<file path="src/dsc_pkg.sv">
// Constants, register map and carrier types of the servo motor core
package dsc_pkg;
	// ****************************************************************
	// Widths
	// ****************************************************************
	localparam int ADDR_W  = 6;
	localparam int CNT_W   = 16;
	localparam int DUTY_W  = 10;
	localparam int PER_W   = 8;
	localparam int POS_W   = 32;
	localparam int FRAC_W  = 8;
	localparam int LIMIT_N = 3;

	// ****************************************************************
	// Timing
	// ****************************************************************
	localparam longint CLK_HZ   = 125000000;
	localparam longint PWM_HZ   = 32200;
	localparam longint PWM_STEP = 1024;
	// Nearest whole divider; 125 MHz cannot give exactly 32.2 kHz
	localparam int PWM_DIV = int'((CLK_HZ + (PWM_HZ * PWM_STEP) / 2)
		/ (PWM_HZ * PWM_STEP));

	// ****************************************************************
	// Register byte offsets
	// ****************************************************************
	localparam logic [ADDR_W-1:0] OFS_CTRL   = 6'h00;
	localparam logic [ADDR_W-1:0] OFS_DUTY   = 6'h04;
	localparam logic [ADDR_W-1:0] OFS_PERIOD = 6'h08;
	localparam logic [ADDR_W-1:0] OFS_STATUS = 6'h0C;
	localparam logic [ADDR_W-1:0] OFS_UP     = 6'h10;
	localparam logic [ADDR_W-1:0] OFS_DOWN   = 6'h14;
	localparam logic [ADDR_W-1:0] OFS_VEL    = 6'h18;
	localparam logic [ADDR_W-1:0] OFS_POS    = 6'h1C;
	localparam logic [ADDR_W-1:0] OFS_TICK   = 6'h20;

	// ****************************************************************
	// Field positions and reset values
	// ****************************************************************
	localparam int CTRL_AMP_EN_BIT = 0;
	localparam int STAT_PEND_BIT   = 0;
	localparam int STAT_LIMIT_LSB  = 1;
	localparam int STAT_INDEX_BIT  = 4;
	localparam logic [DUTY_W-1:0] DUTY_RESET   = 10'h200;
	localparam logic [PER_W-1:0]  PERIOD_RESET = 8'h08;

	// ****************************************************************
	// Carrier types
	// ****************************************************************
	typedef struct packed {
		logic [ADDR_W-1:0] address;
		logic              read;
		logic              write;
		logic [31:0]       writedata;
	} dsc_av_req_t;

	typedef struct packed {
		logic               index_level;
		logic [LIMIT_N-1:0] limit_level;
	} dsc_sense_t;
endpackage : dsc_pkg
</file>
<file path="src/dsc_core.sv">
// Servo motor core: encoder counters, PWM drive, servo tick and registers
`timescale 1ns/10ps
module dsc_core #(
	parameter int PWM_DIV = dsc_pkg::PWM_DIV
) (
	input  wire logic                          core_clk,
	input  wire logic                          reset,
	input  wire dsc_pkg::dsc_av_req_t          avs_req,
	output logic [31:0]                        avs_readdata,
	output logic                               avs_waitrequest,
	input  wire logic                          up_pulse,
	input  wire logic                          down_pulse,
	input  wire logic                          index_input,
	input  wire logic [dsc_pkg::LIMIT_N-1:0]   limit_inputs,
	input  wire logic                          tick_clock_input,
	output logic                               motor_drive_pwm,
	output logic                               amplifier_enable,
	output logic                               servo_request
);
	localparam int NSYNC = 4 + dsc_pkg::LIMIT_N;

	// ****************************************************************
	// Input synchronisers
	// ****************************************************************
	logic [NSYNC-1:0] in_raw;
	logic [NSYNC-1:0] sync1_reg;
	logic [NSYNC-1:0] sync2_reg;
	logic [2:0]       edge_prev_reg;
	logic             up_step;
	logic             down_step;
	logic             tick_step;

	assign in_raw = {limit_inputs, index_input, tick_clock_input,
		down_pulse, up_pulse};

	genvar gi;
	generate
		for (gi = 0; gi < NSYNC; gi++) begin : g_sync
			always_ff @(posedge core_clk or posedge reset) begin
				if (reset) begin
					sync1_reg[gi] <= 1'b0;
					sync2_reg[gi] <= 1'b0;
				end else begin
					sync1_reg[gi] <= in_raw[gi];
					sync2_reg[gi] <= sync1_reg[gi];
				end
			end
		end
	endgenerate

	// Rising edges of up, down and tick; relies on decoding outside
	always_ff @(posedge core_clk or posedge reset) begin
		if (reset) begin
			edge_prev_reg <= 3'h0;
		end else begin
			edge_prev_reg <= sync2_reg[2:0];
		end
	end

	assign up_step   = sync2_reg[0] & ~edge_prev_reg[0];
	assign down_step = sync2_reg[1] & ~edge_prev_reg[1];
	assign tick_step = sync2_reg[2] & ~edge_prev_reg[2];

	// ****************************************************************
	// Encoder counters
	// ****************************************************************
	logic [dsc_pkg::CNT_W-1:0] up_count_counter_reg;
	logic [dsc_pkg::CNT_W-1:0] down_count_counter_reg;

	// Free running, wrap silently; never cleared by software
	always_ff @(posedge core_clk or posedge reset) begin
		if (reset) begin
			up_count_counter_reg   <= '0;
			down_count_counter_reg <= '0;
		end else begin
			if (up_step) begin
				up_count_counter_reg <= up_count_counter_reg + 1'b1;
			end
			if (down_step) begin
				down_count_counter_reg <= down_count_counter_reg + 1'b1;
			end
		end
	end

	// ****************************************************************
	// PWM time base and output
	// ****************************************************************
	logic [7:0]                 pwm_div_reg;
	logic [dsc_pkg::DUTY_W-1:0] pwm_time_base_reg;
	logic [dsc_pkg::DUTY_W-1:0] duty_reg;
	logic [dsc_pkg::DUTY_W-1:0] duty_active_reg;
	logic                       pwm_step;
	logic                       pwm_wrap;

	assign pwm_step = pwm_div_reg == 8'(PWM_DIV - 1);
	assign pwm_wrap = pwm_step & (&pwm_time_base_reg);

	always_ff @(posedge core_clk or posedge reset) begin
		if (reset) begin
			pwm_div_reg       <= 8'h00;
			pwm_time_base_reg <= '0;
		end else begin
			pwm_div_reg <= pwm_step ? 8'h00 : pwm_div_reg + 8'h01;
			if (pwm_step) begin
				pwm_time_base_reg <= pwm_time_base_reg + 1'b1;
			end
		end
	end

	// Duty only loaded at period end so no runt pulse reaches the bridge
	always_ff @(posedge core_clk or posedge reset) begin
		if (reset) begin
			duty_active_reg <= dsc_pkg::DUTY_RESET;
			motor_drive_pwm <= 1'b0;
		end else begin
			if (pwm_wrap) begin
				duty_active_reg <= duty_reg;
			end
			motor_drive_pwm <= pwm_time_base_reg < duty_active_reg;
		end
	end

	// ****************************************************************
	// Servo tick and position tracking
	// ****************************************************************
	logic [dsc_pkg::PER_W-1:0] servo_tick_counter_reg;
	logic [dsc_pkg::PER_W-1:0] servo_period_value_reg;
	logic                      servo_event;
	logic [dsc_pkg::CNT_W-1:0] up_prev_reg;
	logic [dsc_pkg::CNT_W-1:0] down_prev_reg;
	logic [dsc_pkg::CNT_W-1:0] velocity_reg;
	logic [dsc_pkg::CNT_W-1:0] velocity_next;
	logic [dsc_pkg::POS_W-1:0] position_reg;

	assign servo_event = tick_step
		& (servo_tick_counter_reg == servo_period_value_reg);

	always_ff @(posedge core_clk or posedge reset) begin
		if (reset) begin
			servo_tick_counter_reg <= '0;
		end else if (servo_event) begin
			servo_tick_counter_reg <= '0;
		end else if (tick_step) begin
			servo_tick_counter_reg <= servo_tick_counter_reg + 1'b1;
		end
	end

	// Wrap-safe while fewer than 32768 counts pass per period
	assign velocity_next = (up_count_counter_reg - up_prev_reg)
		- (down_count_counter_reg - down_prev_reg);

	always_ff @(posedge core_clk or posedge reset) begin
		if (reset) begin
			up_prev_reg   <= '0;
			down_prev_reg <= '0;
			velocity_reg  <= '0;
			position_reg  <= '0;
		end else if (servo_event) begin
			up_prev_reg   <= up_count_counter_reg;
			down_prev_reg <= down_count_counter_reg;
			velocity_reg  <= velocity_next;
			position_reg  <= position_reg + {{(dsc_pkg::POS_W
				- dsc_pkg::CNT_W - dsc_pkg::FRAC_W){velocity_next[
				dsc_pkg::CNT_W-1]}}, velocity_next,
				dsc_pkg::FRAC_W'(0)};
		end
	end

	// ****************************************************************
	// Register bus slave
	// ****************************************************************
	dsc_pkg::dsc_sense_t sense;
	logic                req;
	logic                ack_reg;
	logic                wr_done;
	logic [31:0]         rd_next;

	assign sense = '{index_level: sync2_reg[3],
		limit_level: sync2_reg[NSYNC-1:4]};
	assign req             = avs_req.read | avs_req.write;
	assign avs_waitrequest = req & ~ack_reg;
	assign wr_done         = avs_req.write & ack_reg;

	// One wait state: read data is latched while waitrequest is high
	always_ff @(posedge core_clk or posedge reset) begin
		if (reset) begin
			ack_reg <= 1'b0;
		end else begin
			ack_reg <= req & ~ack_reg;
		end
	end

	always_comb begin
		rd_next = 32'h0000_0000;
		case (avs_req.address)
			dsc_pkg::OFS_CTRL: rd_next[dsc_pkg::CTRL_AMP_EN_BIT] =
				amplifier_enable;
			dsc_pkg::OFS_DUTY: rd_next[dsc_pkg::DUTY_W-1:0] = duty_reg;
			dsc_pkg::OFS_PERIOD: rd_next[dsc_pkg::PER_W-1:0] =
				servo_period_value_reg;
			dsc_pkg::OFS_STATUS: begin
				rd_next[dsc_pkg::STAT_PEND_BIT] = servo_request;
				rd_next[dsc_pkg::STAT_LIMIT_LSB +: dsc_pkg::LIMIT_N] =
					sense.limit_level;
				rd_next[dsc_pkg::STAT_INDEX_BIT] = sense.index_level;
			end
			dsc_pkg::OFS_UP: rd_next[dsc_pkg::CNT_W-1:0] =
				up_count_counter_reg;
			dsc_pkg::OFS_DOWN: rd_next[dsc_pkg::CNT_W-1:0] =
				down_count_counter_reg;
			dsc_pkg::OFS_VEL: rd_next = {{(32 - dsc_pkg::CNT_W){
				velocity_reg[dsc_pkg::CNT_W-1]}}, velocity_reg};
			dsc_pkg::OFS_POS: rd_next = position_reg;
			dsc_pkg::OFS_TICK: rd_next[dsc_pkg::PER_W-1:0] =
				servo_tick_counter_reg;
			default: rd_next = 32'h0000_0000;
		endcase
	end

	always_ff @(posedge core_clk or posedge reset) begin
		if (reset) begin
			avs_readdata <= 32'h0000_0000;
		end else if (avs_req.read & ~ack_reg) begin
			avs_readdata <= rd_next;
		end
	end

	always_ff @(posedge core_clk or posedge reset) begin
		if (reset) begin
			amplifier_enable       <= 1'b0;
			duty_reg               <= dsc_pkg::DUTY_RESET;
			servo_period_value_reg <= dsc_pkg::PERIOD_RESET;
		end else if (wr_done) begin
			case (avs_req.address)
				dsc_pkg::OFS_CTRL: amplifier_enable <=
					avs_req.writedata[dsc_pkg::CTRL_AMP_EN_BIT];
				dsc_pkg::OFS_DUTY: duty_reg <=
					avs_req.writedata[dsc_pkg::DUTY_W-1:0];
				dsc_pkg::OFS_PERIOD: servo_period_value_reg <=
					avs_req.writedata[dsc_pkg::PER_W-1:0];
				default: ;
			endcase
		end
	end

	// Pending flag: a new servo event wins over a software clear
	always_ff @(posedge core_clk or posedge reset) begin
		if (reset) begin
			servo_request <= 1'b0;
		end else if (servo_event) begin
			servo_request <= 1'b1;
		end else if (wr_done && avs_req.address == dsc_pkg::OFS_STATUS
			&& avs_req.writedata[dsc_pkg::STAT_PEND_BIT]) begin
			servo_request <= 1'b0;
		end
	end
endmodule : dsc_core

</file>
<file path="config.mk">
export PLATFORM = sky130hd
export DESIGN_NAME = dsc_core
export DESIGN_NICKNAME = d
export VERILOG_FILES = /design/src/dsc_pkg.sv /design/src/dsc_core.sv
export SDC_FILE = /design/constraint.sdc
export NUM_CORES = 1
export LEC_CHECK = 0
export BUFFER_PORTS_ARGS = -buffer_cell sky130_fd_sc_hd__buf_4
export CELL_PAD_IN_SITES_DETAIL_PLACEMENT = 1
export CELL_PAD_IN_SITES_GLOBAL_PLACEMENT = 1
export CORE_MARGIN = 5
export CORE_UTILIZATION = 45
export CTS_BUF_LIST = sky130_fd_sc_hd__clkbuf_2
export CTS_CLUSTER_SIZE = 28
export DETAILED_ROUTE_END_ITERATION = 6
export HOLD_SLACK_MARGIN = 0.06
export PLACE_DENSITY_LB_ADDON = 0.05
export SYNTH_ARGS = -nofsm -noshare
export SYNTH_HDL_FRONTEND = slang
export SYNTH_SLANG_ARGS = --single-unit
</file>
<file path="constraint.sdc">
create_clock -name core_clk -period 6.5 [get_ports core_clk]
set_input_delay 0.65 -clock core_clk [delete_from_list [all_inputs] [get_ports core_clk]]
set_output_delay 0.65 -clock core_clk [all_outputs]
set_load 0.05 [all_outputs]
</file>
; Word level (Yosys, flattened, before mapping)
; Index checks and enable logic that the tools add are counted.
[classes]
muxes = 11
n_reduce_logical = 9
order_cmp = 1
add_sub_neg = 9
bitwise = 13
n_eq_ne = 10
[op_table]
columns = operator, count
row1 = 16-bit subtractor, 3
row2 = "16-bit by 1-bit adder with 16-bit output, second input constant", 2
row3 = 32-bit adder, 1
row4 = 16-bit one-hot mux with 2 select lines, 1
row5 = 4-bit one-hot mux with 8 select lines, 1
row6 = "6-bit by 5-bit equality test with 1-bit output, second input constant", 4
row7 = 8-bit two-way mux, 3
row8 = 6-bit one-hot mux with 4 select lines, 1
row9 = 3-bit one-hot mux with 7 select lines, 1
row10 = "8-bit by 1-bit adder with 8-bit output, second input constant", 2
row11 = "6-bit by 4-bit equality test with 1-bit output, second input constant", 2
row12 = "10-bit by 1-bit adder with 10-bit output, second input constant", 1
row13 = 10-bit < comparator, 1
row14 = 2-bit one-hot mux with 5 select lines, 1
row15 = 10-bit AND reduction, 1
row16 = 1-bit one-hot mux with 9 select lines, 1
row17 = 1-bit bitwise AND, 8
row18 = "8-bit by 2-bit equality test with 1-bit output, second input constant", 1
row19 = 8-bit equality test, 1
row20 = "6-bit by 3-bit equality test with 1-bit output, second input constant", 1
row21 = "6-bit equality test, second input constant", 1
row22 = 6-bit zero test, 1
row23 = 2-bit AND reduction, 3
row24 = 1-bit NOT, 4
row25 = other kinds (4), 7
[word_totals]
ff_bits = 219
wordCells = 85
in_bits = 49

; Depth between registers and ports, before layout
; Gate-level depths: netlist of the first run.
[logic_depth]
depth_word = 5
ltp_mapped = 26
mapped_depth_nobuf = 26

; Least setup slack after synthesis of the first run
; OpenSTA, ideal clock, no wires.
[synth_timing]
path_type = reg2reg
from = register up_count_counter_reg[0] (netlist bit)
to = register position_reg[31] (netlist bit)
t_arrival_ns = 5.108
path_buffers = 0
path_stages_with_launch = 26
slack_ns = 1.269
period_less_slack_ns = 5.231
required_time_ns = 6.377
cell_sequence = dfrtp_1 > fa_1 > inv_1 > fa_1 > inv_1 > ha_1 > inv_1 > fa_1 > nor2b_1 > o21ai_2 > a21boi_1 > o21a_1 > o41a_1 > a211o_1 > a21o_1 > xor2_1 > ha_1 > nand4_1 > or4_1 > a21oi_1 > nor4_2 > o211ai_1 > a31oi_1 > xnor2_1 > nand2_1 > xnor2_1
[synth_between]
elab_chain_len = 3
[synth_rtl]
columns = element, line
row1 = from (decl), dsc_core.sv:67  ; logic [dsc_pkg::CNT_W-1:0] up_count_counter_reg;
row2 = from (signal assigned), dsc_core.sv:77  ; up_count_counter_reg <= up_count_counter_reg + 1'b1;
row3 = 16-bit subtractor, dsc_core.sv:149  ; assign velocity_next = (up_count_counter_reg - up_prev_reg)
row4 = 16-bit subtractor, dsc_core.sv:150  ; - (down_count_counter_reg - down_prev_reg);
row5 = "net velocity_next, one bit", dsc_core.sv:132  ; logic [dsc_pkg::CNT_W-1:0] velocity_next;
row6 = 32-bit adder, dsc_core.sv:162  ; position_reg <= position_reg + {{(dsc_pkg::POS_W
row7 = to (signal assigned), dsc_core.sv:162
row8 = to (decl), dsc_core.sv:133  ; logic [dsc_pkg::POS_W-1:0] position_reg;
; The timed path passes the listed nets, and every way through them passes these cells.
; A chain may end at the register's enable or synchronous reset.

; Worst setup path in the final report of the first run
[layout_timing]
from = register up_count_counter_reg[2] (netlist bit)
to = register position_reg[30] (netlist bit)
; The elaborated chain is that of the path after synthesis.

==> results of run 1 <==
[worst max path at each step]
stage,from,endpoint,slack (ps)
5_1_grt,up_count_counter_reg[0],position_reg[31],40
3_5_place_dp,up_count_counter_reg[0],position_reg[30],570
6_report,up_count_counter_reg[2],position_reg[30],490
2_1_floorplan,reset,ack_reg,90
4_1_cts,up_count_counter_reg[2],position_reg[30],490
3_3_place_gp,up_count_counter_reg[0],position_reg[30],610
[synthesized netlist by cell type, types with 4 or more instances]
master,n,area (um2)
sky130_fd_sc_hd__mux2_1,11,124
sky130_fd_sc_hd__buf_1,4,15.0
sky130_fd_sc_hd__and3_1,9,56.3
sky130_fd_sc_hd__ha_1,53,663
sky130_fd_sc_hd__a221oi_1,8,70.1
sky130_fd_sc_hd__fa_1,31,621
sky130_fd_sc_hd__nor2b_1,8,50.1
sky130_fd_sc_hd__mux2_2,17,191
sky130_fd_sc_hd__nor4_1,5,31.3
sky130_fd_sc_hd__nand3_1,24,120
sky130_fd_sc_hd__o21ai_1,51,255
sky130_fd_sc_hd__a21o_1,15,113
sky130_fd_sc_hd__nor2_1,79,297
sky130_fd_sc_hd__nand4_1,16,100
sky130_fd_sc_hd__xnor2_1,68,596
sky130_fd_sc_hd__clkbuf_1,27,101
sky130_fd_sc_hd__a31oi_1,16,100
sky130_fd_sc_hd__dfrtp_1,208,5200
sky130_fd_sc_hd__o21ai_0,24,120
sky130_fd_sc_hd__nor3_1,14,70.1
sky130_fd_sc_hd__a22o_1,6,52.6
sky130_fd_sc_hd__xor2_1,28,245
sky130_fd_sc_hd__a21oi_1,49,245
sky130_fd_sc_hd__a22oi_1,19,143
sky130_fd_sc_hd__nand2b_1,10,62.6
sky130_fd_sc_hd__nand2_1,147,552
sky130_fd_sc_hd__o21bai_1,7,52.6
sky130_fd_sc_hd__or3_1,7,43.8
sky130_fd_sc_hd__inv_1,84,315
[layout make-up]
| type | instances | area [um2] |
|---|---|---|
| Fill cell | 2803 | 11600 |
| Multi-Input combinational cell | 773 | 5490 |
| Sequential cell | 211 | 5280 |
| Timing Repair Buffer | 94 | 756 |
| Tap cell | 324 | 405 |
| Clock buffer | 80 | 400 |
| Inverter | 84 | 323 |
| Clock inverter | 24 | 113 |
| Antenna cell | 2 | 5.00 |
[per-stage QoR]
step / worst slack, ps / cell area (um2) / hold WS [ps]
after floorplan: 89.1 / 11200 / 331
after global placement: 605 / 12000 / 334
after detailed placement: 574 / 12000 / 338
after CTS: 486 / 12800 / 194
after global routing: 35.8 / 12800 / 221
final: 493 / 12800 / 295
[metal layers]
metal | GRT usage | share of wire | up-vias
met5 | 0 | 0 | -
met4 | 0.0575 | 0.019 | 0
met3 | 0.0413 | 0.041 | 44
met2 | 0.365 | 0.49 | 167
met1 | 0.285 | 0.45 | 4280
li1 | - | - | 4047
[tightest hold or removal path, cell delays in order]
cell and delay, ps:
sky130_fd_sc_hd__buf_4 180, sky130_fd_sc_hd__nor4_1 90, sky130_fd_sc_hd__mux2_2 220
[logic make-up after synthesis]
| group | count (synthesis) |
|---|---|
| xor+xnor | 96 |
| flops | 211 |
| compound gates | 225 |
| mux | 32 |
| simple gates | 336 |
| fa+ha+maj | 84 |
| buf+inv | 118 |
[what timing repair did]
item / CTS / global route
gates resized for setup: 0 / 1
hold buffers: 20 / 0
endpoints found under the setup margin: 0 / 1
hold endpoints to repair: 104 / 0
==> results.md, run 1 <==
- Critical path's slowest cell: sky130_fd_sc_hd__fa_1
- Instance count of the mapped netlist: 1102
- Worst Hold Path Cells: 3
- Routability Congestion: 0.803
- Destination of the worst register-to-register timing path: position_reg[30]
- Vias per cell: 5.36
- Number of violations of the max-capacitance limit: 0
- Setup violations, final: 0
- Slew at the pin with the worst max-slew slack: 1150 ps
- Post-route insts no fill: 1592
- Xor-xnor portion of the synthesized cell area: 0.0751
- FF-to-FF path depth: 22
- Number of hold violations in the final report: 0
- Final count of pins violating max slew: 0
- Final routed wire length divided by cell count: 18.7 um
- Multiplexer fraction of the synthesized cell area: 0.0344
- Warnings, synthesis: 0
- Effective utilization at floorplan: 0.459
- Register clock-pin slew on the reported worst setup and hold paths: 110 ps
- Crit path launch type: register
- Worst setup slack for register-to-register paths: 490 ps
- Floorplan row count: 57
- Die extent in x: 168 um
- Tmin final: 6010 ps
- Number of synthesized register bits: 211
- Pin count of the biggest net entering global routing: 84
- Cell class contributing the biggest share of worst-path delay: compound AO/OA/AOI/OAI gates
- Share of the core filled with cells: 0.524
- Arrival time worst endpoint: 6720 ps
- Highest achievable clock rate: 0.166 GHz
- Port Buffer Count: 62
- Path type of the worst min-delay path: in -> reg
- Setup skew after layout: 67.1 ps
- Critical path type: reg -> reg
- Setup_tns: 0 ps
- Commonest cells after routing, fill and taps aside: 208 x sky130_fd_sc_hd__dfrtp_1, 147 x sky130_fd_sc_hd__nand2_1, 83 x sky130_fd_sc_hd__inv_1, 80 x sky130_fd_sc_hd__clkbuf_2, 79 x sky130_fd_sc_hd__nor2_1
- CP endpoint kind: register
- Number of cells on the critical path: 22
- Root buffer cell: sky130_fd_sc_hd__clkbuf_2
- Number of H-tree levels: 2
- Total Die Area: 0.0281 mm2
- Post-CTS repair timing setup buffer count: 0
- Share of post-route cells with drive strength above 1: 0.158
- Max clock buf depth: 3
- Vias in the first global route: 9192
- Worst hold endpoint: amplifier_enable
- Fraction of the mapped netlist area in adder cells: 0.115
- Number of nets in the synthesized netlist: 1235
- Largest driver fanout on the critical path: 6
- Sequential area share after synthesis: 0.472
- Number of placed I/O pins: 85
- Mean instance size in the synthesized netlist: 10.2 um2
- Clock tree sinks: 211
- Crit Reg-Reg Startpoint: up_count_counter_reg[2]
- Initial drt markers: 395
- Status: finished, final reports clean
- Worst slew margin relative to its limit: 0.234
- Worst Path Buf+Inv: 2
- Vias after detailed routing: 8538
- Remaining DRCs: 0
- Overall routed net length: 29800 um
- Clock tree from TritonCTS: built
- Number of flops mapped to enable cells by yosys: 0
- Area fraction in and, or, nand and nor cells after synthesis: 0.136
- Critical path, cell by cell: inv_1 > fa_1 > fa_1 > inv_1 > ha_1 > nor2b_1 > o21ai_2 > a21boi_1 > o21a_1 > o41a_1 > a221oi_1 > xnor2_1 > ha_1 > a21o_1 > a2bb2oi_1 > nand3b_1 > a21o_1 > a41oi_1 > o2111ai_1 > a21oi_1 > xor2_1 > o21ai_1
- Placeable core area: 0.0244 mm2
- Number of antenna violations at the first check in global routing: 1
- Tcrit/Tclk final: 0.924
- Total global routing track utilization: 0.215
- Main combinational cell family by area after synthesis: simple AND/OR/NAND/NOR gates
- Cell Area, Synth: 0.0112 mm2
- Number of different library cells in the post-synthesis netlist: 65
- First-pass GRT wire length: 48800 um
- Top FF cell, synth: sky130_fd_sc_hd__dfrtp_1
- TritonCTS Buffers: 58
- Stage delay of the slowest cell on the critical path: 530 ps
- Fraction of synthesis flops using an asynchronous set or reset pin: 1.00
- First-pass detailed-route iteration total: 5
- Clock latency at the later pin of the worst-skew pair: 870 ps
- Layout-stage area growth over the synthesis result: 14.1%
- Overflow left after global routing: 0
- HPWL Detailed: 21400 um
- Required time of the critical path: 7210 ps
- Placed Cells incl. Taps: 1466
- Floorplan die height: 168 um
- RSZ-0062 raised after global routing: no
- Post-synthesis compound-gate area fraction: 0.128
- Number of nets at the end of the flow: 1355
- Number of nets with antenna violations after routing: 0
- Critical hold path startpoint: avs_req[36]
- Leading cell type in the layout, fill and taps excluded: sky130_fd_sc_hd__dfrtp_1
- Number of flip-flops under the largest register name: 32
Power of run 1 is not shown: default switching activity piles up to over one toggle a cycle in this logic, so the estimate is an artifact.
==> inputs of run 2 (changes only) <==
--- a/config.mk
+++ b/config.mk
@@ -15,6 +15,7 @@
 export DETAILED_ROUTE_END_ITERATION = 6
 export HOLD_SLACK_MARGIN = 0.06
 export PLACE_DENSITY_LB_ADDON = 0.05
+export SLEW_MARGIN = 20
 export SYNTH_ARGS = -nofsm -noshare
 export SYNTH_HDL_FRONTEND = slang
 export SYNTH_SLANG_ARGS = --single-unit
==> constraint.sdc (replaced) <==
create_clock -name core_clk -period 6.5 [get_ports core_clk]
set_input_delay 0.65 -clock core_clk [delete_from_list [all_inputs] [get_ports core_clk]]
set_output_delay 0.65 -clock core_clk [all_outputs]
set_load 0.01 [all_outputs]
==> run 2 against run 1 <==
  * Non-clock buffer count is 1 higher
  * Global-route usage stayed put
  * Cell count hardly changed
  * Clock skew shrank 5.6 ps
  * Sequential cell count unchanged
  * Fmax up 0.14%
  * Critical path type unchanged
  * Critical path depth unchanged
  * Cell area rose by 0.22%
  * Core utilization increased by 0.11 points
  * Wire length shrank 0.15%
==> results.md, run 2 (same netlist as run 1, synthesis figures left out) <==
- Status: finished, final reports clean (unchanged)
- Placeable core area: 0.0244 mm2 (unchanged)
- Critical hold path startpoint: avs_req[36] (unchanged)
- PnR worst setup slack: 502 ps (was 493 ps)
- Post-CTS repair timing setup buffer count: 0 (unchanged)
- Clock tree sinks: 211 (unchanged)
- Worst setup slack before clock tree synthesis: 574 ps (unchanged)
- Number of flip-flops under the largest register name: 32 (unchanged)
- Initial drt markers: 374 (was 395)
- Vias in the first global route: 9192 (unchanged)
- Number of nets at the end of the flow: 1356 (was 1355)
- Overall routed net length: 29700 um (was 29800 um)
- Highest achievable clock rate: 0.167 GHz (was 0.166 GHz)
- Path type of the worst min-delay path: in -> reg (unchanged)
- First-pass GRT wire length: 48800 um (unchanged)
- Commonest cells after routing, fill and taps aside: 208 x sky130_fd_sc_hd__dfrtp_1, 147 x sky130_fd_sc_hd__nand2_1, 83 x sky130_fd_sc_hd__inv_1, 80 x sky130_fd_sc_hd__clkbuf_2, 79 x sky130_fd_sc_hd__nor2_1 (unchanged)
- Effective utilization at floorplan: 0.459 (unchanged)
- Crit Reg-Reg Startpoint: up_count_counter_reg[2] (unchanged)
- Final count of pins violating max slew: 0 (unchanged)
- Number of violations of the max-capacitance limit: 0 (unchanged)
- Total global routing track utilization: 0.215 (unchanged)
- Register clock-pin slew on the reported worst setup and hold paths: 110 ps (about the same)
- Pin count of the biggest net entering global routing: 84 (unchanged)
- Root buffer cell: sky130_fd_sc_hd__clkbuf_2 (unchanged)
- Port Buffer Count: 62 (unchanged)
- Setup_tns: 0 ps (unchanged)
- Number of H-tree levels: 2 (unchanged)
- Critical path type: reg -> reg (unchanged)
- Floorplan row count: 57 (unchanged)
- Critical path, cell by cell: inv_1 > fa_1 > fa_1 > inv_1 > ha_1 > nor2b_1 > o21ai_2 > a21boi_1 > o21a_1 > o41a_1 > a221oi_1 > xnor2_1 > ha_1 > a21o_1 > a2bb2oi_1 > nand3b_1 > a21o_1 > a41oi_1 > o2111ai_1 > a21oi_1 > xor2_1 > o21ai_1 (unchanged)
- Number of hold violations in the final report: 0 (unchanged)
- Total Die Area: 0.0281 mm2 (unchanged)
- RSZ-0062 raised after global routing: no (unchanged)
- Clock latency at the later pin of the worst-skew pair: 870 ps (about the same)
- Final routed wire length divided by cell count: 18.7 um (about the same)
- Overflow left after global routing: 0 (unchanged)
- HPWL Detailed: 21400 um (unchanged)
- Placed Cells incl. Taps: 1466 (unchanged)
- Arrival time worst endpoint: 6710 ps (was 6720 ps)
- Vias after detailed routing: 8502 (was 8538)
- Number of placed I/O pins: 85 (unchanged)
- Fill cells: 2799 (was 2803)
- Leading cell type in the layout, fill and taps excluded: sky130_fd_sc_hd__dfrtp_1 (unchanged)
- Required time of the critical path: 7210 ps (about the same)
- Tmin final: 6000 ps (was 6010 ps)
- Cell class contributing the biggest share of worst-path delay: compound AO/OA/AOI/OAI gates (unchanged)
- Max clock buf depth: 3 (unchanged)
- Crit path launch type: register (unchanged)
- Setup skew after layout: 61.5 ps (was 67.1 ps)
- TritonCTS Buffers: 58 (unchanged)
- Critical path's slowest cell: sky130_fd_sc_hd__fa_1 (unchanged)
- Remaining DRCs: 0 (unchanged)
- Number of antenna violations at the first check in global routing: 1 (unchanged)
- Clock tree from TritonCTS: built (unchanged)
- Worst Path Buf+Inv: 2 (unchanged)
- Floorplan die height: 168 um (unchanged)
- First-pass detailed-route iteration total: 4 (was 5)
- Tcrit/Tclk final: 0.923 (was 0.924)
- Largest driver fanout on the critical path: 6 (unchanged)
- Die extent in x: 168 um (unchanged)
- Setup violations, final: 0 (unchanged)
- Worst setup startpoint: up_count_counter_reg[2] (unchanged)
- CP endpoint kind: register (unchanged)
- Layout-stage area growth over the synthesis result: 14.4% (was 14.1%)
- Stage delay of the slowest cell on the critical path: 530 ps (about the same)
- Share of post-route cells with drive strength above 1: 0.159 (was 0.158)
- Slew at the pin with the worst max-slew slack: 1090 ps (was 1150 ps)
- Vias per cell: 5.34 (was 5.36)
- Worst slew margin relative to its limit: 0.270 (was 0.234)
- Number of nets with antenna violations after routing: 0 (unchanged)
- Routability Congestion: 0.803 (unchanged)
- Share of the core filled with cells: 0.525 (was 0.524)
- Post-route insts no fill: 1593 (was 1592)
run 2: changes by cell type in the layout (fill, tap and decap cells not counted):
| cell | change |
|---|---|
| sky130_fd_sc_hd__buf_16 | +1 |
run 2: path summary, 6_finish.rpt:
path                                     to  slack (ps)  depth (start not counted)
max                        position_reg[30]         500                         22
min                        amplifier_enable         300                          3
max reg2reg                position_reg[30]         500                         22
min reg2reg                    sync2_reg[1]         330                          0
max in group asynchronous  down_prev_reg[7]        4620                          4
min in group asynchronous    pwm_div_reg[0]         410                          3
run 2: worst register-to-register path, delay by kind of cell, from the launching register on:
kind                     cells  cell delay (ps)
buffers and inverters        2              170
flip-flops                   1              520
AO/OA/AOI/OAI               12             2680
AND/OR/NAND/NOR              2              280
XOR/XNOR                     2              420
adder cells (fa/ha/maj)      4             1770
run 2: cell type report:
| class | count | area, um2 | area share |
|---|---|---|---|
| Clock buffer | 80 | 400 | 0.0313 |
| Multi-Input combinational cell | 773 | 5490 | 0.429 |
| Antenna cell | 2 | 5.00 | 0.000391 |
| Timing Repair Buffer | 95 | 783 | 0.0612 |
| Sequential cell | 211 | 5280 | 0.413 |
| Inverter | 84 | 323 | 0.0252 |
| Tap cell | 324 | 405 | 0.0317 |
| Clock inverter | 24 | 113 | 0.00880 |
run 2: timing repair:
action | CTS | global route
hold buffers | 20 | 0
hold endpoints to repair | 104 | 0
resized for setup | 0 | 1
setup endpoints to repair | 0 | 1
run 2: metal layers:
layer | vias to the layer above | share of wire | GRT usage
met4 | 0 | 0.019 | 0.0575
met5 | - | 0 | 0
met3 | 44 | 0.040 | 0.0413
li1 | 4048 | - | -
met1 | 4251 | 0.45 | 0.285
met2 | 159 | 0.49 | 0.365
run 2: stage by stage:
step	hold slack (ps)	cell area, um2
after floorplan	331	11200
after global placement	334	12000
after detailed placement	338	12000
after CTS	194	12800
after global routing	221	12800
final	304	12800
Power of run 2 is left out for the same reason.
